<file path="config.mk">
export PLATFORM = sky130hd
export DESIGN_NAME = eis_snapshot_regs
export DESIGN_NICKNAME = d
export VERILOG_FILES = /design/src/eis_pkg.sv /design/src/eis_reg_if.sv /design/src/eis_i2c_slave.sv /design/src/eis_snapshot_regs.sv
export VERILOG_INCLUDE_DIRS = /design/src
export SDC_FILE = /design/constraint.sdc
export NUM_CORES = 1
export LEC_CHECK = 0
export BUFFER_PORTS_ARGS = -buffer_cell sky130_fd_sc_hd__buf_4
export CAP_MARGIN = 20
export CORE_UTILIZATION = 55
export CTS_BUF_LIST = sky130_fd_sc_hd__clkbuf_8
export DETAILED_ROUTE_END_ITERATION = 12
export PLACE_DENSITY_LB_ADDON = 0.3
export SLEW_MARGIN = 20
export SYNTH_ARGS = -nofsm -noshare
export SYNTH_HDL_FRONTEND = slang
export SYNTH_SLANG_ARGS = --single-unit
</file>
<file path="constraint.sdc">
create_clock -name clock_in -period 6.9 [get_ports clock_in]
set_clock_uncertainty 0.2 [all_clocks]
set_input_delay 0.345 -clock clock_in [delete_from_list [all_inputs] [get_ports clock_in]]
set_output_delay 0.345 -clock clock_in [all_outputs]
set_load 0.03 [all_outputs]
</file>
<file path="src/eis_defines.svh">
// Register offsets, field positions and reset values of the snapshot bank
`ifndef EIS_DEFINES_SVH
`define EIS_DEFINES_SVH
`define EIS_OFS_EN_UPPER   8'h26
`define EIS_OFS_INPUT_LEVEL_CAPTURE_CMD   8'h27
`define EIS_OFS_LVL_LOWER  8'h28
`define EIS_OFS_LVL_UPPER  8'h29
`define EIS_OFS_CNT_LSB    8'h2A
`define EIS_OFS_CNT_MSB    8'h2B
`define EIS_BIT_LVL_CAP    0
`define EIS_BIT_CNT_CAP    1
`define EIS_RST_EN_UPPER   8'h00
`define EIS_RST_LVL        12'h000
`define EIS_RST_CNT        16'h0000
`define EIS_DEV_ADDR       7'h5A
`define EIS_READ_NONE      8'h00
`endif

</file>
<file path="src/eis_pkg.sv">
// Types shared by the snapshot bank and its serial slave
`default_nettype none
package eis_pkg;
  typedef enum logic [2:0] {
    EIS_IDLE, EIS_ADDR, EIS_PTR, EIS_WR, EIS_ACK, EIS_RD, EIS_MACK
  } eis_state_t;
endpackage : eis_pkg
`default_nettype wire

</file>
<file path="src/eis_reg_if.sv">
// Register access carrier between serial slave and register bank
`timescale 1ns/1ps
`default_nettype none
interface eis_reg_if;
  logic       wr;
  logic [7:0] addr;
  logic [7:0] wdata;
  logic [7:0] rdata;
  modport slave (output wr, output addr, output wdata, input rdata);
  modport bank  (input wr, input addr, input wdata, output rdata);
endinterface : eis_reg_if
`default_nettype wire

</file>
<file path="src/eis_i2c_slave.sv">
// Serial two-wire slave giving byte access to the register bank
`timescale 1ns/1ps
`default_nettype none
`include "eis_defines.svh"
module eis_i2c_slave (
  input  wire logic   clock_in,
  input  wire logic   rst_in,
  input  wire logic   scl_in,
  input  wire logic   sda_in,
  output logic        sda_oe_out,
  eis_reg_if.slave    bus
);
  logic [2:0]          scl_q, scl_d, sda_q, sda_d;
  eis_pkg::eis_state_t st_q, st_d, ret_q, ret_d;
  logic [3:0]          cnt_q, cnt_d;
  logic [7:0]          sh_q, sh_d, ptr_q, ptr_d;
  logic                oe_q, oe_d, wr_d;
  logic                rise, fall, start, stop;

  // Pin samples: stage 0 and 1 synchronise, stage 2 only for edges
  assign scl_d = {scl_q[1:0], scl_in};
  assign sda_d = {sda_q[1:0], sda_in};
  assign rise  = scl_q[1] & ~scl_q[2];
  assign fall  = ~scl_q[1] & scl_q[2];
  assign start = scl_q[1] & scl_q[2] & ~sda_q[1] & sda_q[2];
  assign stop  = scl_q[1] & scl_q[2] & sda_q[1] & ~sda_q[2];

  // Byte framing, acknowledge and pointer auto-increment
  always_comb
  begin
    st_d  = st_q;
    ret_d = ret_q;
    cnt_d = cnt_q;
    sh_d  = sh_q;
    ptr_d = ptr_q;
    oe_d  = oe_q;
    wr_d  = 1'b0;
    if (start)
    begin
      st_d  = eis_pkg::EIS_ADDR;
      cnt_d = 4'h0;
      oe_d  = 1'b0;
    end
    else if (stop)
    begin
      st_d = eis_pkg::EIS_IDLE;
      oe_d = 1'b0;
    end
    else
    begin
      case (st_q)
        eis_pkg::EIS_ADDR, eis_pkg::EIS_PTR, eis_pkg::EIS_WR:
        begin
          if (rise && cnt_q != 4'h8)
          begin
            sh_d  = {sh_q[6:0], sda_q[1]};
            cnt_d = cnt_q + 4'h1;
          end
          else if (fall && cnt_q == 4'h8)
          begin
            cnt_d = 4'h0;
            oe_d  = 1'b1;
            st_d  = eis_pkg::EIS_ACK;
            ret_d = eis_pkg::EIS_WR;
            if (st_q == eis_pkg::EIS_ADDR)
            begin
              ret_d = sh_q[0] ? eis_pkg::EIS_RD : eis_pkg::EIS_PTR;
              if (sh_q[7:1] != `EIS_DEV_ADDR)
              begin
                oe_d = 1'b0; // Not ours: stay off the line
                st_d = eis_pkg::EIS_IDLE;
              end
            end
            else if (st_q == eis_pkg::EIS_PTR)
              ptr_d = sh_q;
            else
            begin
              wr_d  = 1'b1;
              ptr_d = ptr_q + 8'h01;
            end
          end
        end
        eis_pkg::EIS_ACK:
          if (fall)
          begin
            st_d = ret_q;
            oe_d = 1'b0;
            if (ret_q == eis_pkg::EIS_RD)
            begin
              sh_d  = {bus.rdata[6:0], 1'b0};
              oe_d  = ~bus.rdata[7];
              cnt_d = 4'h1;
              ptr_d = ptr_q + 8'h01;
            end
          end
        eis_pkg::EIS_RD:
          if (fall)
          begin
            if (cnt_q == 4'h8)
            begin
              oe_d = 1'b0;
              st_d = eis_pkg::EIS_MACK;
            end
            else
            begin
              oe_d  = ~sh_q[7];
              sh_d  = {sh_q[6:0], 1'b0};
              cnt_d = cnt_q + 4'h1;
            end
          end
        eis_pkg::EIS_MACK:
          if (rise)
          begin
            // Master not-acknowledge ends the read burst
            st_d  = sda_q[1] ? eis_pkg::EIS_IDLE : eis_pkg::EIS_ACK;
            ret_d = eis_pkg::EIS_RD;
          end
        default: st_d = eis_pkg::EIS_IDLE;
      endcase
    end
  end

  // State registers
  always_ff @(posedge clock_in)
  begin
    if (rst_in)
    begin
      scl_q   <= 3'h7;
      sda_q   <= 3'h7;
      st_q    <= eis_pkg::EIS_IDLE;
      ret_q   <= eis_pkg::EIS_IDLE;
      cnt_q   <= 4'h0;
      sh_q    <= 8'h00;
      ptr_q   <= 8'h00;
      oe_q    <= 1'b0;
      bus.wr  <= 1'b0;
    end
    else
    begin
      scl_q   <= scl_d;
      sda_q   <= sda_d;
      st_q    <= st_d;
      ret_q   <= ret_d;
      cnt_q   <= cnt_d;
      sh_q    <= sh_d;
      ptr_q   <= ptr_d;
      oe_q    <= oe_d;
      bus.wr  <= wr_d;
    end
  end

  // Write strobe carries the pointer and byte of the previous cycle
  always_ff @(posedge clock_in)
  begin
    if (rst_in)
      bus.wdata <= 8'h00;
    else if (wr_d)
      bus.wdata <= sh_q;
  end

  assign bus.addr   = (st_q == eis_pkg::EIS_ACK && bus.wr) ? ptr_q - 8'h01 : ptr_q;
  assign sda_oe_out = oe_q;
endmodule : eis_i2c_slave
`default_nettype wire

</file>
<file path="src/eis_snapshot_regs.sv">
// Event input snapshot register bank behind the two-wire slave
`timescale 1ns/1ps
`default_nettype none
`include "eis_defines.svh"
module eis_snapshot_regs (
  input  wire logic        clock_in,
  input  wire logic        rst_in,
  input  wire logic        scl_in,
  input  wire logic        sda_in,
  output logic             sda_out,
  output logic             sda_oe_out,
  input  wire logic [3:0]  lower_event_inputs_in,
  input  wire logic [7:0]  upper_event_inputs_in,
  input  wire logic [15:0] unread_count_in,
  output logic [7:0]       upper_event_enable_out,
  output logic [15:0]      unread_count_capture_out
);
  eis_reg_if  rif ();
  logic [11:0] pin_s1_q, pin_s2_q;
  logic [11:0] lvl_q, lvl_d;
  logic [15:0] cnt_q, cnt_d;
  logic [7:0]  en_q, en_d;
  logic        cmd_wr, input_level_capture, unread_count_capture;

  // Read decode; unused offsets return zero
  function automatic logic [7:0] read_mux(input logic [7:0] a, input logic [7:0] en,
                                          input logic [11:0] lvl, input logic [15:0] cnt);
    if (a == `EIS_OFS_EN_UPPER)
      read_mux = en;
    else if (a == `EIS_OFS_LVL_LOWER)
      read_mux = {4'h0, lvl[3:0]};
    else if (a == `EIS_OFS_LVL_UPPER)
      read_mux = lvl[11:4];
    else if (a == `EIS_OFS_CNT_LSB)
      read_mux = cnt[7:0];
    else if (a == `EIS_OFS_CNT_MSB)
      read_mux = cnt[15:8];
    else
      read_mux = `EIS_READ_NONE; // Command register is write-only
  endfunction : read_mux

  eis_i2c_slave u_slave (
    .clock_in   (clock_in),
    .rst_in     (rst_in),
    .scl_in     (scl_in),
    .sda_in     (sda_in),
    .sda_oe_out (sda_oe_out),
    .bus        (rif.slave)
  );

  // Open-drain: only ever pull low
  assign sda_out = 1'b0;

  // Event inputs are asynchronous pins, two flops before any use
  always_ff @(posedge clock_in)
  begin
    if (rst_in)
    begin
      pin_s1_q <= `EIS_RST_LVL;
      pin_s2_q <= `EIS_RST_LVL;
    end
    else
    begin
      pin_s1_q <= {upper_event_inputs_in, lower_event_inputs_in};
      pin_s2_q <= pin_s1_q;
    end
  end

  // Command strobes decoded from the write byte
  assign cmd_wr               = rif.wr && rif.addr == `EIS_OFS_INPUT_LEVEL_CAPTURE_CMD;
  assign input_level_capture  = cmd_wr && rif.wdata[`EIS_BIT_LVL_CAP];
  assign unread_count_capture = cmd_wr && rif.wdata[`EIS_BIT_CNT_CAP];

  // Next values; nothing else touches the captures
  always_comb
  begin
    lvl_d = lvl_q;
    cnt_d = cnt_q;
    en_d  = en_q;
    if (input_level_capture)
      lvl_d = pin_s2_q;
    if (unread_count_capture)
      cnt_d = unread_count_in;
    if (rif.wr && rif.addr == `EIS_OFS_EN_UPPER)
      en_d = rif.wdata;
  end

  // Register storage
  always_ff @(posedge clock_in)
  begin
    if (rst_in)
    begin
      lvl_q <= `EIS_RST_LVL;
      cnt_q <= `EIS_RST_CNT;
      en_q  <= `EIS_RST_EN_UPPER;
    end
    else
    begin
      lvl_q <= lvl_d;
      cnt_q <= cnt_d;
      en_q  <= en_d;
    end
  end

  // Read data and outputs to the rest of the recorder
  assign rif.rdata                = read_mux(rif.addr, en_q, lvl_q, cnt_q);
  assign upper_event_enable_out   = en_q;
  assign unread_count_capture_out = cnt_q;
endmodule : eis_snapshot_regs
`default_nettype wire

</file>
==> flow_summary.yaml <==
status:
  outcome: "finished, final reports clean"
sta:
  setup_total_negative_slack_ps: 0
  final_max_slew_viol_count: 0
  grt_setup_unrepaired: "false"
  report.final.setup_viol: 0
  finalHoldViolations: 0
  max_slew_margin_pct: 39.79
  finalWorstPathRequiredPeriod_ps: 4016
  final.period_utilization_pct: 58.21
  transition_time_at_the_pin_with_the_least_slew_margin_ps: 903.2
  upper_clock_frequency_limit_mhz: 249.0
synthesis:
  synthesis.instances: 528
  netlist.area_leader.share_pct: 43.60
  yosys-top-cells-area: "sky130_fd_sc_hd__dfxtp_1 (44%), sky130_fd_sc_hd__mux2i_1 (12%), sky130_fd_sc_hd__nor2_1 (6.5%)"
  synth_sequential_area_ratio_pct: 43.60
  synth.avg_cell_area_um2: 8.870
  asyncSetResetFlopFracSynth_pct: 0
  post_synthesis_net_count: 564
  synth_enable_flop_cells: 0
  synthesized_area_um2: 4683
  synth.lib_cells_used.distinct: 59
  postSynth.topFlopCell: "sky130_fd_sc_hd__dfxtp_1"
  synth_warnings: 0
  synthesis_stage_register_bit_count: 102
  synth.largest_area_cell: "sky130_fd_sc_hd__dfxtp_1"
drt:
  dr_iter_0_viols: 308
  detail_route.wl_per_cell_um: 15.89
  post-route-drc-count: 0
  detailedRoute.firstPassIterationCount: 5
  viasPerCell: 5.749
  ant_nets: 0
  num_vias: 3984
  totalWireLength_um: 11010
clock_network:
  cts_htree_levels: 3
  numCtsBuffers: 9
  cts_resized: 0
  cts-root-buf: "sky130_fd_sc_hd__clkbuf_8"
  clkSinkCount: 102
  clock_pin_slew_reported_for_the_worst_setup_and_hold_paths_after_clock_tree_synthesis_ps: 120
  clock_tree_from_tritoncts: "built"
  cts_setup_buffers: 0
  cts.path.max_buffers: 2
  latest_clock_arrival_within_the_worst_skew_pair_ps: 370
finish:
  layout.nets: 619
  fill_cells: 643
  post_layout_nonfiller_instances: 693
  syn_to_final_growth_pct: 17.55
  num_antenna_cells: 0
  final_layout_size_suffix_gt1_share_pct: 16.16
power_and_ir_drop:
  powerDensity_nw_per_um2: 197.3
  vdd_ir_drop_max_uv: 165.7
  p_leak_nw: 2.081
critical_path:
  worst_r2r_endpoint: "unread_count_capture_out[9]"
  critical_path_required_ps: 6930
  critical_path.startpoint_type: "flop"
  critical_path.endpoint_type: "flop"
  cp_max_fo: 20
  setup.worst_path.class: "flop to flop"
  cell_count_of_the_worst_reg_to_reg_path: 7
  crit-reg2reg-launch: "u_slave.st_q[2]"
  reg2reg_setup_slack_ps: 2880
  worst-endpoint-arrival_ps: 4040
placement:
  gpl.final_weighted_congestion: 0.9255
  port_buffers: 56
  total_half_perimeter_wirelength_after_legalization_and_detailed_placement_um: 7650
  dp.cells: 664
floorplanning:
  effective_utilization_at_floorplan_pct: 57.00
  die-area_um2: 8888
  core_area_um2: 8217
  die_height_um: 94.28
  die_x_um: 94.28
  std_cell_rows: 33
  design.portCount: 58
grt:
  wire_length_of_the_first_global_routing_pass_um: 17660
  grt_antenna_before_repair: 0
  track_usage_pct: 25.83
  vias_in_the_first_global_route: 3663
  grt.overflow.total: 0
  grt_start_max_net_pins: 95
worst_hold_path:
  hold_path_class: "input port to flop"
  min_delay_worst_endpoint: "unread_count_capture_out[11]"
  worstHoldPathCells: 3
  min_delay_src: "unread_count_in[11]"
run:
  cap_viol_max_count: 0
## how the worst max path moves through the flow
stage                                 from                           end  slack, ps  cells past startpoint
after floorplan           u_slave.ptr_q[0]  unread_count_capture_out[10]       3650                      9
after global placement     u_slave.st_q[2]     upper_event_enable_out[4]       3090                      6
after detailed placement   u_slave.st_q[2]     upper_event_enable_out[6]       2940                      6
after CTS                  u_slave.st_q[2]     upper_event_enable_out[6]       2910                      6
after global routing       u_slave.st_q[2]   unread_count_capture_out[9]       2730                      7
final                      u_slave.st_q[2]   unread_count_capture_out[9]       2880                      7
## cell families after synthesis
group                    share of synthesized area, %
multiplexers                                    11.78
flip-flops                                      43.60
adder cells (fa/ha/maj)                         1.069
AND/OR/NAND/NOR                                 24.53
buffers and inverters                           4.354
XOR/XNOR                                       0.3741
other                                         0.08007
AO/OA/AOI/OAI                                   14.21
## cell usage in the layout, fill, tap and decap left out, types with 5 or more instances in the layout
| cell type | Yosys | routed |
|---|---|---|
| sky130_fd_sc_hd__dfxtp_1 | 102 | 102 |
| sky130_fd_sc_hd__nor2_1 | 81 | 81 |
| sky130_fd_sc_hd__buf_4 | 2 | 63 |
| sky130_fd_sc_hd__mux2i_1 | 54 | 54 |
| sky130_fd_sc_hd__nor2b_1 | 33 | 33 |
| sky130_fd_sc_hd__nand2_1 | 29 | 29 |
| sky130_fd_sc_hd__a21oi_1 | 22 | 22 |
| sky130_fd_sc_hd__o21ai_0 | 17 | 17 |
| sky130_fd_sc_hd__inv_1 | 14 | 14 |
| sky130_fd_sc_hd__nand2b_1 | 14 | 14 |
| sky130_fd_sc_hd__a22oi_1 | 13 | 13 |
| sky130_fd_sc_hd__dlygate4sd3_1 | 0 | 13 |
| sky130_fd_sc_hd__nor3_1 | 10 | 10 |
| sky130_fd_sc_hd__clkbuf_8 | 0 | 9 |
| sky130_fd_sc_hd__or2_2 | 8 | 8 |
| sky130_fd_sc_hd__nand3_1 | 8 | 8 |
| sky130_fd_sc_hd__a221oi_1 | 7 | 7 |
| sky130_fd_sc_hd__a22o_1 | 6 | 6 |
| sky130_fd_sc_hd__a211oi_1 | 5 | 5 |
## cell usage after synthesis (2+ instances only)
cell type	count
sky130_fd_sc_hd__ha_1	4
sky130_fd_sc_hd__and3_1	3
sky130_fd_sc_hd__and2_1	4
sky130_fd_sc_hd__mux2i_1	54
sky130_fd_sc_hd__o31ai_1	2
sky130_fd_sc_hd__nor3b_1	4
sky130_fd_sc_hd__o21ai_0	17
sky130_fd_sc_hd__or4_1	3
sky130_fd_sc_hd__o21bai_1	4
sky130_fd_sc_hd__nor4_1	3
sky130_fd_sc_hd__nand2b_1	14
sky130_fd_sc_hd__inv_1	14
sky130_fd_sc_hd__a221oi_1	7
sky130_fd_sc_hd__a21oi_1	22
sky130_fd_sc_hd__a211o_1	2
sky130_fd_sc_hd__a211oi_1	5
sky130_fd_sc_hd__nand3_1	8
sky130_fd_sc_hd__clkbuf_1	25
sky130_fd_sc_hd__or3_1	2
sky130_fd_sc_hd__o311ai_0	2
sky130_fd_sc_hd__a21o_1	2
sky130_fd_sc_hd__a22o_1	6
sky130_fd_sc_hd__nor4b_1	2
sky130_fd_sc_hd__or2_2	8
sky130_fd_sc_hd__nor4bb_1	2
sky130_fd_sc_hd__nor2b_1	33
sky130_fd_sc_hd__nand4b_1	2
sky130_fd_sc_hd__nand2_1	29
sky130_fd_sc_hd__nor3_1	10
sky130_fd_sc_hd__nor2_1	81
sky130_fd_sc_hd__a22oi_1	13
sky130_fd_sc_hd__o211ai_1	3
sky130_fd_sc_hd__a31oi_1	4
sky130_fd_sc_hd__xnor2_1	2
sky130_fd_sc_hd__nand4_1	3
sky130_fd_sc_hd__buf_4	2
sky130_fd_sc_hd__buf_6	3
sky130_fd_sc_hd__dfxtp_1	102
sky130_fd_sc_hd__and4b_1	2
## per-layer routing
layer	part of all wire (%)	track usage (%)
met5	0	0
met2	46	41.61
met4	1.4	5.897
met3	6.2	5.663
met1	47	35.04
## sequential cells by signal (all words and copies together) (netlist names), 3 cells and up
register,flops
unread_count_capture_out,16
u_slave.cnt_q,4
lvl_q,12
upper_event_enable_out,8
pin_s2_q,12
u_slave.sda_q,3
u_slave.st_q,3
u_slave.sh_q,8
pin_s1_q,12
u_slave.ptr_q,8
u_slave.bus.wdata,8
u_slave.ret_q,3
u_slave.scl_q,3
## critical path, stage by stage (launching register included)
cell                        delay, ps
sky130_fd_sc_hd__dfxtp_1          700
sky130_fd_sc_hd__nand4bb_1        410
sky130_fd_sc_hd__or4_1            600
sky130_fd_sc_hd__a2111o_1         600
sky130_fd_sc_hd__nor4_4           750
sky130_fd_sc_hd__buf_4            350
sky130_fd_sc_hd__mux2i_1          210
sky130_fd_sc_hd__nor2_1            60
## power by group
part	leakage (nW)	total, mW	internal, mW	switching, mW
Sequential	0.828	0.613	0.601	0.0120
Clock	0.108	0.398	0.150	0.247
Combinational	1.15	0.0760	0.0374	0.0387
## final cells by class
type | count | area (µm²) | area share [%]
clock inverters | 7 | 93.84 | 1.705
clock buffers | 9 | 123.9 | 2.250
multi-input cells | 380 | 2459 | 44.66
inverters | 14 | 52.55 | 0.9545
repair buffers | 76 | 603.1 | 10.95
well taps | 105 | 131.4 | 2.386
flip-flops and latches | 102 | 2042 | 37.09
## timing repair
item	in CTS	in global routing
hold buffers	13	0
setup endpoints to repair	0	0
endpoints found under the hold margin	13	0
## per-stage QoR
stage	power, mW	instance area, µm²	hold slack [ps]	util, %	setup slack (ps)
2_1_floorplan	0.6684	4683	189.5	-	3646
3_3_place_gp	0.6925	5149	191.5	62.66	3089
3_5_place_dp	0.6945	5149	192.8	62.66	2938
4_1_cts	1.093	5497	0.7266	66.90	2909
5_1_grt	1.130	5505	0.1969	67.00	2728
6_report	1.086	5505	7.939	67.00	2884
Note: power is estimated with default switching activity, not from simulation.
